$ cat src/core/vdc_defines.svh
`ifndef VDC_DEFINES_SVH
`define VDC_DEFINES_SVH

// byte addresses of the control word, its aliases and the interrupt and module-disable registers
`define VDC_OFS_CTRL 8'h00
`define VDC_OFS_CLR 8'h04
`define VDC_OFS_SET 8'h08
`define VDC_OFS_INV 8'h0c
`define VDC_OFS_IRQ_STAT 8'h10
`define VDC_OFS_IRQ_MASK 8'h14
`define VDC_OFS_MODDIS 8'h18

// control word fields
`define VDC_BIT_ENABLE 15
`define VDC_BIT_DIR 11
`define VDC_BIT_BGSTABLE 10
`define VDC_BIT_RSVD_ONE 9
`define VDC_BIT_EVENT 8
`define VDC_BIT_OUTGATE 7
`define VDC_LVL_LSB 0
`define VDC_LVL_MSB 3

// software-writable bits of the control word
`define VDC_CTRL_WMASK 32'h0000_888f
`define VDC_CTRL_RESET 32'h0000_0000
`define VDC_LVL_EXTERNAL 4'hf
`define VDC_LVL_MIN_INTERNAL 4'h4

// interrupt status bits
`define VDC_IRQ_EVENT 0
`define VDC_IRQ_BGLOST 1
`define VDC_IRQ_W 2

`endif

$ cat src/core/vdc_pkg.sv
package vdc_pkg;

   typedef struct packed {
      logic [7:0] addr;
      logic [31:0] wdata;
      logic wr;
      logic rd;
   } vdc_bus_req_t;

   typedef struct packed {
      logic enable;
      logic trip_above;
      logic use_external;
      logic [3:0] trip_level;
   } vdc_analog_cfg_t;

   typedef enum logic [2:0] {
      VDC_IDLE = 3'b001,
      VDC_ARMED = 3'b010,
      VDC_EVENT = 3'b100
   } vdc_state_t;

endpackage : vdc_pkg

$ cat src/core/vdc_voltage_detect.sv
// Strobed register access and the placing of the registers were left to the implementer.
`timescale 1ns/100ps
// Function
// RULE1: bit 15 of the control word enables the detector when one and disables it when zero.
// RULE2: with the direction bit at one, an event is declared when the voltage reaches or exceeds the trip level.
// RULE3: with the direction bit at zero, an event is declared when the voltage reaches or falls below the trip level; the code fires only strictly below it.
// RULE4: bit 10 is a read-only band-gap stable flag set and cleared by hardware, readable even while disabled.
// RULE5: bit 8 is a read-only flag set and cleared by hardware, one while a detection event is active.
// RULE6: bit 9 is reserved and always reads one.
// RULE7: bit 7 gates the event output, one lets it out and zero suppresses it.
// RULE8: once bit 7 is one a written zero cannot clear it; only an enable change or the module-disable control can.
// RULE9: trip-level code 1111 selects the external input, 1110 to 0100 internal levels, 0011 and below are reserved.
// RULE10: software should change settings only while the detector is disabled.
// RULE11: bits 31-16, 14-12 and 6-4 ignore writes and read as zero.
// RULE12: clear, set and invert aliases sit at base plus 0x4, 0x8 and 0xc.
// RULE13: a detection event can raise a non-maskable interrupt request.
// RULE14: the comparator and band-gap signals pass a two-stage synchroniser before they update status.
`include "vdc_defines.svh"

module vdc_voltage_detect (
   input wire logic clock_i,
   input wire logic sys_rst_i,
   input wire logic clk_en_i,
   input wire vdc_pkg::vdc_bus_req_t bus_req_i,
   output logic [31:0] bus_rdata_o,
   input wire logic cmp_trip_i,
   input wire logic bandgap_stable_i,
   input wire logic module_disable_control_i,
   output vdc_pkg::vdc_analog_cfg_t analog_cfg_o,
   output logic event_out_o,
   output logic nmi_req_o,
   output logic irq_o
);
   import vdc_pkg::*;

   logic [31:0] ctrl_ff;
   logic [31:0] nxt_ctrl;
   logic [1:0] cmp_sync_ff;
   logic [1:0] bg_sync_ff;
   logic event_ff;
   logic nxt_event;
   logic bg_stable_ff;
   logic [`VDC_IRQ_W-1:0] irq_stat_ff;
   logic [`VDC_IRQ_W-1:0] nxt_irq_stat;
   logic [`VDC_IRQ_W-1:0] irq_mask_ff;
   logic moddis_ff;
   logic [31:0] rdata_ff;
   logic [31:0] nxt_rdata;
   logic nmi_ff;
   vdc_state_t state_ff;
   vdc_state_t nxt_state;

   // next values of the gate bit and of the status clear mask
   logic nxt_gate;
   logic [`VDC_IRQ_W-1:0] stat_clr;

   // applies a bus write to the writable bits of the control word
   function automatic logic [31:0] ctrl_write(input logic [31:0] cur, input logic [31:0] wd,
                                              input logic [7:0] ofs);
      logic [31:0] res;
      res = cur;
      case (ofs)
         `VDC_OFS_CTRL: res = wd;
         `VDC_OFS_CLR: res = cur & ~wd;
         `VDC_OFS_SET: res = cur | wd;
         `VDC_OFS_INV: res = cur ^ wd;
         default: res = cur;
      endcase
      return (res & `VDC_CTRL_WMASK) | (cur & ~`VDC_CTRL_WMASK); // RULE11
   endfunction : ctrl_write

   // the four control-word aliases share one decode
   function automatic logic is_ctrl_ofs(input logic [7:0] ofs);
      logic hit;
      hit = 1'b0;
      case (ofs)
         `VDC_OFS_CTRL: hit = 1'b1;
         `VDC_OFS_CLR: hit = 1'b1;
         `VDC_OFS_SET: hit = 1'b1;
         `VDC_OFS_INV: hit = 1'b1;
         default: hit = 1'b0;
      endcase
      return hit;
   endfunction : is_ctrl_ofs

   // reserved codes never arm; a misprogrammed level must not fire events
   function automatic logic level_armable(input logic [3:0] lvl);
      return (lvl >= `VDC_LVL_MIN_INTERNAL);
   endfunction : level_armable

   // comparator reads one at or above the level; direction picks the polarity
   function automatic logic trip_met(input logic dir_up, input logic cmp);
      logic met;
      met = dir_up ? cmp : ~cmp;
      return met;
   endfunction : trip_met

   // set beats a simultaneous write-one-to-clear so no event is lost
   function automatic logic [`VDC_IRQ_W-1:0] stat_update(input logic [`VDC_IRQ_W-1:0] cur,
                                                           input logic [`VDC_IRQ_W-1:0] clr,
                                                           input logic [`VDC_IRQ_W-1:0] set);
      return (cur & ~clr) | set;
   endfunction : stat_update

   // interrupt registers read back zero-extended
   function automatic logic [31:0] zext_irq(input logic [`VDC_IRQ_W-1:0] v);
      return {{(32-`VDC_IRQ_W){1'b0}}, v};
   endfunction : zext_irq

   wire en_w = clk_en_i;
   wire wr_w = bus_req_i.wr;
   wire rd_w = bus_req_i.rd;
   wire [7:0] addr_w = bus_req_i.addr;
   wire [31:0] wdata_w = bus_req_i.wdata;
   wire ctrl_hit_w = is_ctrl_ofs(addr_w); // RULE12
   wire moddis_wr_w = wr_w && (addr_w == `VDC_OFS_MODDIS);
   wire mask_wr_w = wr_w && (addr_w == `VDC_OFS_IRQ_MASK);
   wire ctrl_wr_w = wr_w && ctrl_hit_w;
   wire [31:0] ctrl_cand_w = ctrl_write(ctrl_ff, bus_req_i.wdata, addr_w);

   wire enable_w = ctrl_ff[`VDC_BIT_ENABLE]; // RULE1
   wire dir_up_w = ctrl_ff[`VDC_BIT_DIR];
   wire [3:0] level_w = ctrl_ff[`VDC_LVL_MSB:`VDC_LVL_LSB];
   wire level_ext_w = (level_w == `VDC_LVL_EXTERNAL); // RULE9
   wire level_ok_w = level_armable(level_w); // RULE9
   // the module-disable register parks the detector as well as the analog side
   wire run_w = enable_w && !moddis_ff; // RULE1
   wire arm_ok_w = run_w && level_ok_w;
   wire enable_chg_w = ctrl_wr_w && (ctrl_cand_w[`VDC_BIT_ENABLE] != enable_w);

   // cmp_trip_i is the raw comparator: one when voltage is at or above the level
   wire cmp_s_w = cmp_sync_ff[1];
   wire trip_hit_w = trip_met(dir_up_w, cmp_s_w); // RULE2 RULE3

   // gate bit: writes may only raise it; enable change or module disable clears it
   wire gate_clr_w = enable_chg_w || moddis_ff || module_disable_control_i; // RULE8

   always_comb begin
      nxt_gate = ctrl_ff[`VDC_BIT_OUTGATE];
      if (gate_clr_w) begin
         nxt_gate = 1'b0; // RULE8
      end else if (ctrl_wr_w && ctrl_cand_w[`VDC_BIT_OUTGATE]) begin
         nxt_gate = 1'b1;
      end
   end

   always_comb begin
      nxt_ctrl = ctrl_ff;
      if (ctrl_wr_w) begin
         nxt_ctrl = ctrl_cand_w;
      end
      nxt_ctrl[`VDC_BIT_OUTGATE] = nxt_gate; // RULE8
   end

   // event is a level that follows the condition, not a latched flag
   always_comb begin
      nxt_state = state_ff;
      nxt_event = event_ff;
      case (state_ff)
         VDC_IDLE: begin
            nxt_event = 1'b0;
            if (arm_ok_w) begin
               nxt_state = VDC_ARMED;
            end else begin
               nxt_state = VDC_IDLE;
            end
         end
         VDC_ARMED: begin
            if (!arm_ok_w) begin
               nxt_state = VDC_IDLE;
               nxt_event = 1'b0;
            end else if (trip_hit_w) begin
               nxt_state = VDC_EVENT;
               nxt_event = 1'b1; // RULE5
            end else begin
               nxt_state = VDC_ARMED;
               nxt_event = 1'b0;
            end
         end
         VDC_EVENT: begin
            if (!arm_ok_w) begin
               nxt_state = VDC_IDLE;
               nxt_event = 1'b0;
            end else if (!trip_hit_w) begin
               nxt_state = VDC_ARMED;
               nxt_event = 1'b0; // RULE5
            end else begin
               nxt_state = VDC_EVENT;
               nxt_event = 1'b1;
            end
         end
         default: begin
            nxt_state = VDC_IDLE;
            nxt_event = 1'b0;
         end
      endcase
   end

   wire event_rise_w = nxt_event && !event_ff;
   wire bg_fall_w = bg_stable_ff && !bg_sync_ff[1];
   wire stat_wr_w = wr_w && (addr_w == `VDC_OFS_IRQ_STAT);
   wire [`VDC_IRQ_W-1:0] stat_set_w = {bg_fall_w, event_rise_w};

   // a status write clears only the bits written as one
   always_comb begin
      stat_clr = '0;
      if (stat_wr_w) begin
         stat_clr = wdata_w[`VDC_IRQ_W-1:0];
      end
   end

   always_comb begin
      nxt_irq_stat = stat_update(irq_stat_ff, stat_clr, stat_set_w);
   end

   // read view rebuilt from fields so unused bits stay zero
   wire [3:0] rd_hi_w = {ctrl_ff[`VDC_BIT_ENABLE], 3'h0}; // RULE11
   wire [3:0] rd_status_w = {dir_up_w, bg_stable_ff, 1'b1, event_ff}; // RULE4 RULE5 RULE6
   wire [3:0] rd_gate_w = {ctrl_ff[`VDC_BIT_OUTGATE], 3'h0}; // RULE11
   wire [31:0] ctrl_rd_w = {16'h0000, rd_hi_w, rd_status_w, rd_gate_w, level_w};
   wire [31:0] stat_rd_w = zext_irq(irq_stat_ff);
   wire [31:0] mask_rd_w = zext_irq(irq_mask_ff);
   wire [31:0] moddis_rd_w = {31'h0000_0000, moddis_ff};

   always_comb begin
      nxt_rdata = 32'h0000_0000;
      case (addr_w)
         `VDC_OFS_IRQ_STAT: nxt_rdata = stat_rd_w;
         `VDC_OFS_IRQ_MASK: nxt_rdata = mask_rd_w;
         `VDC_OFS_MODDIS: nxt_rdata = moddis_rd_w;
         default: nxt_rdata = is_ctrl_ofs(addr_w) ? ctrl_rd_w : 32'h0000_0000;
      endcase
   end

   // two-stage synchronisers for the asynchronous analog outputs
   // only the second stage feeds logic
   always_ff @(posedge clock_i) begin
      if (sys_rst_i) begin
         cmp_sync_ff <= 2'h0;
      end else if (en_w) begin
         cmp_sync_ff <= {cmp_sync_ff[0], cmp_trip_i}; // RULE14
      end
   end

   always_ff @(posedge clock_i) begin
      if (sys_rst_i) begin
         bg_sync_ff <= 2'h0;
      end else if (en_w) begin
         bg_sync_ff <= {bg_sync_ff[0], bandgap_stable_i}; // RULE14
      end
   end

   always_ff @(posedge clock_i) begin
      if (sys_rst_i) begin
         ctrl_ff <= `VDC_CTRL_RESET;
      end else if (en_w) begin
         ctrl_ff <= nxt_ctrl;
      end
   end

   // register twin of the disable pin; also parks the detector
   always_ff @(posedge clock_i) begin
      if (sys_rst_i) begin
         moddis_ff <= 1'b0;
      end else if (en_w && moddis_wr_w) begin
         moddis_ff <= wdata_w[0];
      end
   end

   always_ff @(posedge clock_i) begin
      if (sys_rst_i) begin
         irq_mask_ff <= '0;
      end else if (en_w && mask_wr_w) begin
         irq_mask_ff <= wdata_w[`VDC_IRQ_W-1:0];
      end
   end

   // flag reflects the band gap regardless of enable
   always_ff @(posedge clock_i) begin
      if (sys_rst_i) begin
         bg_stable_ff <= 1'b0;
      end else if (en_w) begin
         bg_stable_ff <= bg_sync_ff[1]; // RULE4
      end
   end

   always_ff @(posedge clock_i) begin
      if (sys_rst_i) begin
         state_ff <= VDC_IDLE;
      end else if (en_w) begin
         state_ff <= nxt_state;
      end
   end

   always_ff @(posedge clock_i) begin
      if (sys_rst_i) begin
         event_ff <= 1'b0;
      end else if (en_w) begin
         event_ff <= nxt_event;
      end
   end

   always_ff @(posedge clock_i) begin
      if (sys_rst_i) begin
         irq_stat_ff <= '0;
      end else if (en_w) begin
         irq_stat_ff <= nxt_irq_stat;
      end
   end

   // nmi ignores the output gate, which only governs the event pin
   wire nmi_nxt_w = nxt_event && run_w; // RULE13
   always_ff @(posedge clock_i) begin
      if (sys_rst_i) begin
         nmi_ff <= 1'b0;
      end else if (en_w) begin
         nmi_ff <= nmi_nxt_w;
      end
   end

   always_ff @(posedge clock_i) begin
      if (sys_rst_i) begin
         rdata_ff <= 32'h0000_0000;
      end else if (en_w && rd_w) begin
         rdata_ff <= nxt_rdata;
      end
   end

   // the module-disable register also holds the analog parts powered down
   assign analog_cfg_o.enable = enable_w && !moddis_ff; // RULE1
   assign analog_cfg_o.trip_above = dir_up_w;
   assign analog_cfg_o.use_external = level_ext_w; // RULE9
   assign analog_cfg_o.trip_level = level_w;
   wire event_out_w = event_ff && ctrl_ff[`VDC_BIT_OUTGATE]; // RULE7
   // interrupt line is a plain level; status stays sticky until written
   wire irq_pend_w = |(irq_stat_ff & irq_mask_ff);
   assign event_out_o = event_out_w;
   assign nmi_req_o = nmi_ff;
   assign irq_o = irq_pend_w;
   assign bus_rdata_o = rdata_ff;

endmodule : vdc_voltage_detect

$ cat config.mk
export PLATFORM = sky130hd
export DESIGN_NAME = vdc_voltage_detect
export DESIGN_NICKNAME = d
export VERILOG_FILES = /design/src/core/vdc_pkg.sv /design/src/core/vdc_voltage_detect.sv
export VERILOG_INCLUDE_DIRS = /design/src /design/src/core
export SDC_FILE = /design/constraint.sdc
export NUM_CORES = 1
export LEC_CHECK = 0
export BUFFER_PORTS_ARGS = -buffer_cell sky130_fd_sc_hd__buf_2
export CELL_PAD_IN_SITES_DETAIL_PLACEMENT = 0
export CELL_PAD_IN_SITES_GLOBAL_PLACEMENT = 2
export CORE_MARGIN = 2
export CORE_UTILIZATION = 24
export DETAILED_ROUTE_END_ITERATION = 16
export HOLD_SLACK_MARGIN = 0.12
export PLACE_DENSITY = 0.87
export SLEW_MARGIN = 30
export SYNTH_ARGS = -nofsm -noshare
export SYNTH_HDL_FRONTEND = slang
export SYNTH_SLANG_ARGS = --single-unit
$ cat constraint.sdc
create_clock -name clock_i -period 1.8 [get_ports clock_i]
set_input_delay 0.45 -clock clock_i [delete_from_list [all_inputs] [get_ports clock_i]]
set_output_delay 0.45 -clock clock_i [all_outputs]
set_load 0.01 [all_outputs]
==> flow_summary.ini, run 1 <==
[drt]
drtIter0Drc = 100
postRouteAntennaNets = 0
vias = 1613
wirelength_um = 4910
drt_first_pass_iters = 4
vias_per_cell = 4.36
drc = 0
wl_per_cell_um = 13.3

[yosys]
avgSynthCellArea_um2 = 9.42
syn_area_um2 = 2020
ys_types = 39
yosysWarnings = 0
synthCells = 214
yosys.area.top_type = dfxtp_1
ys_seq_area_share_pct = 30.8
ys_ff_latch = 31
synth_area_leaders = dfxtp_1 31%, buf_4 11%, ha_1 8.7%
yosysTopAreaCellShare_pct = 30.8

[layout]
final_net_count = 326
final_common_cell = buf_2
drive_above_1_share_pct = 31.7
antenna_cells = 0
fin_cells = 370
final_cell_mix = 42 x buf_2, 31 x dfxtp_1, 26 x inv_1, 22 x conb_1, 21 x nor2_1
area_growth_pct = 21.4

[worst_hold_path]
hp-class = input port to flop
min_path_cells = 3

[floorplan]
die_w_um = 95.6
boundaryPins = 90
initial_core_util_pct = 24.7
core_um2 = 8180
row_count = 33
fp.dieH_um = 95.6
dieArea_um2 = 9150

[clock_network]
cts_tree = yes
clock-sinks = 31
clk_pin_slew_worst_paths_ns = 0.07
holdBufCountCts = 0
clock_latency_ns = 0.29
ctsHtreeMaxLevel = 2
cts_buffer_depth = 2
cts_root_buffer = clkbuf_8
cts_buffers = 5
cts_setup_buffers = 0

[worst_setup_path]
arrival_ns = 1.23
path_class = flop to output port
rr_worst_depth = 5
crit_fanout = 5
cp-end-kind = output port
slowest_delay_ns = 0.42
crit_required_ns = 1.35
worstPathCellList = inv_1 -> nor4_1 -> buf_2
start_kind = flop
cpMaxStageDelayCell = dfxtp_1

[global_routing]
grt_overflow_total = 0
use_met1_pct = 13.7
grt_pass1_wl_um = 7730
grt_usage_pct = 11.2
grt_use_met3_pct = 3.16
antenna_found_initial = 0
grt_pass1_vias = 1547
grt_busiest_layer = met2
grt_max_degree = 17
grtUsageMet2_pct = 18.3

[pwr]
pwr-share-seq_pct = 43.3
p_comb_share_pct = 11.7
p_sw_share_pct = 24.3
p_sw_uw = 390
clkPwrFrac_pct = 45.0
p_int_mw = 1.21
power.density_nw_per_um2 = 656
leakagePower_nw = 1.11
ir_drop_uv = 232

[timing]
fmax_mhz = 597
tns_ns = 0
report.final.slew_viol_count = 0
skew_ns = 0.00498
min_period_ns = 1.68
rsz0062_at_grt = no
hold_viol = 0
fin_crit_sh_pct = 93.1
finalSetupViolCount = 0

[run_status]
status = completed

[place]
dp.cells = 362
portBuffers = 42
place_congestion = 0.797
hpwl_um = 3810

[flow_run]
cap_violations = 0
## layout make-up
type                       instances  area [µm²]
clock inverter                     2        35.0
timing repair buffer              61         365
tap                              105         131
inverter                          26        97.6
multi-input combinational        139        1110
clock buffer                       6        82.6
sequential                        31         621
fill                             893        5730
## power by group through the flow
stage,Sequential (mW),Clock [mW],Combinational (mW)
after global placement,0.709,0,0.184
final,0.694,0.722,0.188
after floorplan,0.709,0,0.153
after CTS,0.694,0.738,0.189
after global routing,0.694,0.767,0.208
after detailed placement,0.710,0,0.189
## critical path, delay by kind of cell, from the launching register on
kind / cells / cell delay [ns]
flip-flops: 1 / 0.42
buffers and inverters: 2 / 0.27
AND/OR/NAND/NOR: 1 / 0.26
## metrics by stage
stage	utilization (%)	worst slack [ns]	power [mW]	area (µm²)	hold WS, ns
after global routing	29.9	0.00612	1.67	2450	0.447
after CTS	29.9	0.0847	1.62	2440	0.412
after global placement	28.5	-0.147	0.893	2330	0.461
final	29.9	0.124	1.60	2450	0.412
after detailed placement	28.5	-0.166	0.899	2330	0.465
after floorplan	-	0.0120	0.862	2090	0.439
## kinds of logic after synthesis
logic type,synth area share [%]
compound gates,12.7
xor+xnor,1.74
fa+ha+maj,8.69
buf+inv,17.9
flops,30.8
mux,12.8
other cells,0.186
simple gates,15.2
## final timing paths
| kind | from | to | slack (ns) |
|---|---|---|---|
| worst min-delay path | cmp_trip_i | cmp_sync_ff[0]$_SDFFE_PP0P_ | 0.41 |
| worst max-delay path | flop | analog_cfg_o[4] | 0.12 |
| worst min register to register | bg_sync_ff[1]$_SDFFE_PP0P_ | irq_stat_ff[1]$_SDFFE_PP0P_ | 0.48 |
| worst max register to register | ctrl_ff[15]$_SDFFE_PP0P_ | ctrl_ff[7]$_SDFFE_PP0P_ | 0.13 |
## timing repair
action,4_1_cts,5_1_grt
endpoints found under the setup margin,0,1
endpoints found under the hold margin,0,0
resized for setup,0,1
## synthesized netlist by cell type, drive strengths merged
library cell / n
buf: 33
dfxtp: 31
inv: 26
nor2: 21
ha: 14
mux2i: 10
a22oi: 8
a22o: 7
mux4: 7
a21oi: 6
clkbuf: 6
nor4: 6
nand2b: 5
nand2: 4
o31ai: 3
a311o: 2
nand3: 2
nor3: 2
nor3b: 2
o21ai: 2
o22ai: 2
or4: 2
xnor2: 2
xor2: 2
a211o: 1
a211oi: 1
a222oi: 1
and2b: 1
conb: 1
nand4: 1
nand4b: 1
nor2b: 1
o211ai: 1
## layer usage
metal	up-vias	wire length (µm)
met5	-	0
met4	0	91
met3	6	329
met2	53	2360
met1	764	2130
li1	790	-
Power figures use the tool's default switching activity.
==> run 2: changes to the inputs <==
--- a/config.mk
+++ b/config.mk
@@ -10,10 +10,10 @@
 export CELL_PAD_IN_SITES_DETAIL_PLACEMENT = 0
 export CELL_PAD_IN_SITES_GLOBAL_PLACEMENT = 2
 export CORE_MARGIN = 2
-export CORE_UTILIZATION = 24
+export CORE_UTILIZATION = 29
 export DETAILED_ROUTE_END_ITERATION = 16
 export HOLD_SLACK_MARGIN = 0.12
-export PLACE_DENSITY = 0.87
+export PLACE_DENSITY = 0.95
 export SLEW_MARGIN = 30
 export SYNTH_ARGS = -nofsm -noshare
 export SYNTH_HDL_FRONTEND = slang
==> constraint.sdc (replaced) <==
create_clock -name clock_i -period 2.18 [get_ports clock_i]
set_input_delay 0.545 -clock clock_i [delete_from_list [all_inputs] [get_ports clock_i]]
set_output_delay 0.545 -clock clock_i [all_outputs]
set_load 0.01 [all_outputs]
==> run 2 against run 1 <==
  * Core utilization grew 3.9 points
  * Count of clock-buffer cells in the layout rose by 2
  * Clock power is 32% lower
  * Sequential cell count unchanged
  * Critical path depth increased by 2
  * Combinational power down 24%
  * Via count down 1.9%
  * Setup slack improved by 0.25 ns
==> flow_summary.ini, run 2 (synthesized netlist as in run 1, its figures left out) <==
[pwr]
leakagePower_nw = 1.04
clkPwrFrac_pct = 40.7
pwr-share-seq_pct = 47.5
p_sw_uw = 294
p_comb_share_pct = 11.8
ir_drop_uv = 224
fin_total_pwr_mw = 1.21
p_sw_share_pct = 24.3
power.density_nw_per_um2 = 528
p_int_uw = 914

[layout]
drive_above_1_share_pct = 27.4
final_net_count = 313
area_growth_pct = 13.4
final_common_cell = buf_2
antenna_cells = 0
postLayoutCellArea_um2 = 2290
final_cell_mix = 42 x buf_2, 31 x dfxtp_1, 26 x inv_1, 22 x conb_1, 21 x nor2_1

[timing]
report.final.slew_viol_count = 0
fmax_mhz = 553
skew_ns = 0.00876
fin_crit_sh_pct = 83.0
rsz0062_at_grt = no
fin_hold_ws_ns = 0.470
hold_viol = 0
finalSetupViolCount = 0
tns_ns = 0
min_period_ns = 1.81

[clock_network]
cts_buffers = 5
cts_setup_buffers = 0
holdBufCountCts = 0
clk_pin_slew_worst_paths_ns = 0.07
cts_tree = yes
ctsResizeCount = 0
cts_buffer_depth = 2
clock-sinks = 31
ctsHtreeMaxLevel = 2
cts_root_buffer = clkbuf_8
clock_latency_ns = 0.28

[worst_setup_path]
path_class = input port to flop
start_kind = input port
arrival_ns = 1.97
crit_required_ns = 2.34
crit_fanout = 7
cp-end-kind = flop

[drt]
vias = 1582
wirelength_um = 4430
drtIter0Drc = 117
wl_per_cell_um = 13.3
drt_first_pass_iters = 4
postRouteAntennaNets = 0
vias_per_cell = 4.77
drc = 0

[global_routing]
grt_pass1_wl_um = 7210
antenna_found_initial = 0
grt_max_degree = 19
grt_pass1_vias = 1488
grt_overflow_total = 0
grt_usage_pct = 12.1

[place]
portBuffers = 42
place_congestion = 0.820
placedInstanceArea_um2 = 2190
hpwl_um = 3390

[floorplan]
row_count = 30
die_w_um = 87.4
initial_core_util_pct = 29.8
boundaryPins = 90
fp.dieH_um = 87.4
dieArea_um2 = 7630
core_um2 = 6760

[flow_run]
cap_violations = 0

[run_status]
status = completed

[worst_hold_path]
hp-class = flop to flop
==> run 2: cell types whose count changed in the layout (fill, tap and decap cells not counted), sizes merged <==
cell    before  now
buf         61   48
bufinv       1    0
clkbuf       6    8
clkinv       1    0
==> run 2: cell type report <==
| cell class | instances | area [µm²] |
|---|---|---|
| sequential | 31 | 621 |
| clock buffer | 8 | 100 |
| fill | 712 | 4470 |
| timing repair buffer | 48 | 255 |
| multi-input combinational | 139 | 1110 |
| tap | 80 | 100 |
| inverter | 26 | 97.6 |
==> run 2: critical path, cell delays in order <==
cell	delay, ns
buf_2	0.10
or4_4	0.63
nor4_4	0.27
nor2_1	0.16
a22o_1	0.27
==> run 2: power groups by stage <==
stage	Sequential [mW]	Combinational [mW]	Clock (mW)
3_5_place_dp	0.586	0.144	0
3_3_place_gp	0.586	0.142	0
4_1_cts	0.573	0.144	0.507
2_1_floorplan	0.585	0.126	0
5_1_grt	0.574	0.160	0.534
6_report	0.574	0.143	0.491
==> run 2: worst paths after layout <==
kind	end	from	slack, ns	depth (start not counted)
worst min-delay path	nmi_req_o$_SDFFE_PP0P_	nmi_req_o$_SDFFE_PP0P_	0.47	2
worst max-delay path	flop	bus_req_i[35]	0.37	5
worst max register to register	ctrl_ff[7]$_SDFFE_PP0P_	ctrl_ff[15]$_SDFFE_PP0P_	0.46	5
worst min register to register	nmi_req_o$_SDFFE_PP0P_	nmi_req_o$_SDFFE_PP0P_	0.47	2
==> run 2: per-layer routing <==
layer	wire length [µm]	vias up	GRT usage [%]	share of wire (%)
met5	0	-	0	0
met4	46	0	4.34	1.0
met3	325	4	3.22	7.3
met2	2140	63	20.4	48
met1	1920	751	14.9	43
li1	-	764	-	-
==> run 2: through the flow <==
| stage | setup WS (ns) | std cells | utilization (%) |
|---|---|---|---|
| finish | 0.371 | 332 | 33.8 |
| detailed placement | 0.106 | 324 | 32.4 |
| floorplan | 0.297 | 235 | - |
| global placement | 0.118 | 324 | 32.4 |
| CTS | 0.375 | 332 | 33.8 |
| global route | 0.291 | 332 | 33.8 |
==> run 3: changes to the inputs <==
--- a/config.mk
+++ b/config.mk
@@ -10,10 +10,10 @@
 export CELL_PAD_IN_SITES_DETAIL_PLACEMENT = 0
 export CELL_PAD_IN_SITES_GLOBAL_PLACEMENT = 2
 export CORE_MARGIN = 2
-export CORE_UTILIZATION = 29
+export CORE_UTILIZATION = 24
 export DETAILED_ROUTE_END_ITERATION = 16
 export HOLD_SLACK_MARGIN = 0.12
-export PLACE_DENSITY = 0.95
+export PLACE_DENSITY = 0.87
 export SLEW_MARGIN = 30
 export SYNTH_ARGS = -nofsm -noshare
 export SYNTH_HDL_FRONTEND = slang
==> constraint.sdc (replaced) <==
create_clock -name clock_i -period 1.55 [get_ports clock_i]
set_input_delay 0.3875 -clock clock_i [delete_from_list [all_inputs] [get_ports clock_i]]
set_output_delay 0.3875 -clock clock_i [all_outputs]
set_load 0.01 [all_outputs]
==> run 3 against run 2 <==
  * The flow now finishes with violations (setup timing)
  * Sequential share of layout area down 3.5 points
  * Combinational power up 78%
  * Count of clock-buffer cells in the layout decreased by 3
  * Worst hold slack worse by 0.13 ns
  * Power is 40% higher
  * Non-clock buffer count increased by 27
  * Core utilization decreased by 1.3 points
  * Critical path type unchanged
  * Highest routed layer unchanged
==> flow_summary.ini, run 3 (synthesized netlist as in run 1, its figures left out) <==
[run_status]
status = finished with violations
failed_checks = setup timing

[timing]
tns_ns = -0.187
setup_ws_ns = -0.0400
rsz0062_at_grt = yes
fmax_mhz = 629
fin_crit_sh_pct = 103
finalSetupViolCount = 7
skew_ns = 0.00811
fin_hold_ws_ns = 0.343
hold_viol = 0
min_period_ns = 1.59
report.final.slew_viol_count = 0

[drt]
drt_first_pass_iters = 4
drc = 0
postRouteAntennaNets = 0
drtIter0Drc = 31
vias_per_cell = 4.33
wl_per_cell_um = 12.7
vias = 1662
wirelength_um = 4860

[worst_setup_path]
r2r_start = ctrl_ff[15]$_SDFFE_PP0P_
crit_required_ns = 1.72
r2r_end = ctrl_ff[15]$_SDFFE_PP0P_
start_kind = input port
rr_worst_depth = 5
path_class = input port to flop
arrival_ns = 1.76
crit_fanout = 6
cp-end-kind = flop
critPathLaunch = bus_req_i[40]
rrSetupSlack_ns = 0

[worst_hold_path]
hp-class = input port to flop

[clock_network]
clock-sinks = 31
cts_buffers = 5
cts_tree = yes
clk_pin_slew_worst_paths_ns = 0.07
clock_latency_ns = 0.28
cts_root_buffer = clkbuf_8
holdBufCountCts = 0
ctsHtreeMaxLevel = 2
cts_buffer_depth = 2

[layout]
area_growth_pct = 32.0
final_common_cell = buf_2
final_cell_mix = 41 x buf_2, 27 x dfxtp_1, 26 x buf_4, 25 x inv_1, 22 x conb_1
antenna_cells = 0
finish.utilization_pct = 32.5
final_net_count = 340
drive_above_1_share_pct = 41.6
postLayoutCellArea_um2 = 2660

[floorplan]
core_um2 = 8180
boundaryPins = 90
die_w_um = 95.6
fp.dieH_um = 95.6
row_count = 33
dieArea_um2 = 9150
initial_core_util_pct = 24.7

[global_routing]
grt_pass1_vias = 1630
grt_overflow_total = 0
antenna_found_initial = 0
grt_pass1_wl_um = 7800
grt_max_degree = 25
grt_usage_pct = 11.0

[pwr]
ir_drop_uv = 275
power.density_nw_per_um2 = 634
leakagePower_nw = 1.20

[place]
placedInstanceArea_um2 = 2430
hpwl_um = 3720
portBuffers = 42
place_congestion = 0.842

[flow_run]
cap_violations = 0
## run 3: cell count changes in the layout (fill, tap and decap cells not counted), sizes merged
cell,previous run,this run
clkinvlp,0,2
clkbuf,8,5
clkinv,0,1
buf,48,75
## run 3: worst min-delay path by stage
stage | depth (start not counted) | slack (ns) | start | end
2_1_floorplan | 1 | 0.44 | bg_sync_ff[1]$_SDFFE_PP0P_ | irq_stat_ff[1]$_SDFFE_PP0P_
3_3_place_gp | 2 | 0.46 | nmi_req_o$_SDFFE_PP0P_ | nmi_req_o$_SDFFE_PP0P_
3_5_place_dp | 2 | 0.47 | nmi_req_o$_SDFFE_PP0P_ | nmi_req_o$_SDFFE_PP0P_
4_1_cts | 3 | 0.34 | bandgap_stable_i | bg_sync_ff[0]$_SDFFE_PP0P_
5_1_grt | 3 | 0.34 | cmp_trip_i | cmp_sync_ff[0]$_SDFFE_PP0P_
6_report | 3 | 0.34 | bandgap_stable_i | bg_sync_ff[0]$_SDFFE_PP0P_
## run 3: final cells by class
cell class	count	area, µm²
clock buffer	5	68.8
clock inverter	3	20.0
fill	867	5520
inverter	26	97.6
multi-input combinational	139	1200
sequential	31	628
tap	105	131
timing repair buffer	75	517
## run 3: routing by layer
layer	vias to the layer above	track usage [%]	wire length [µm]
met5	-	0	0
met4	0	3.21	69
met3	4	2.61	306
met2	46	19.1	2280
met1	797	13.6	2200
li1	815	-	-
## run 3: metrics by stage
step / instances / total power, mW / worst slack, ns
floorplan: 235 / 1.00 / -0.156
global placement: 373 / 1.06 / -0.325
detailed placement: 373 / 1.06 / -0.322
CTS: 384 / 1.70 / -0.0287
global route: 384 / 1.77 / -0.0994
finish: 384 / 1.69 / -0.0400
## run 3: repair_timing
| action | 4_1_cts | 5_1_grt |
|---|---|---|
| pin swaps | 7 | 13 |
| setup endpoints to repair | 10 | 19 |
| resized for setup | 10 | 15 |
| setup buffers | 3 | 0 |
| cloned | 0 | 0 |
## run 3: power breakdown
part | total (mW) | leakage (nW) | switching (mW) | internal (mW)
clock | 0.628 | 0.0402 | 0.316 | 0.312
sequential | 0.804 | 0.253 | 0.00360 | 0.800
combinational | 0.254 | 0.903 | 0.140 | 0.114
total | 1.69 | 1.20 | 0.460 | 1.23
## run 3: critical path: stages
cell	delay (ns)
buf_6	0.09
or4_4	0.58
buf_12	0.16
nor4_4	0.17
nor2_2	0.12
a22o_1	0.25
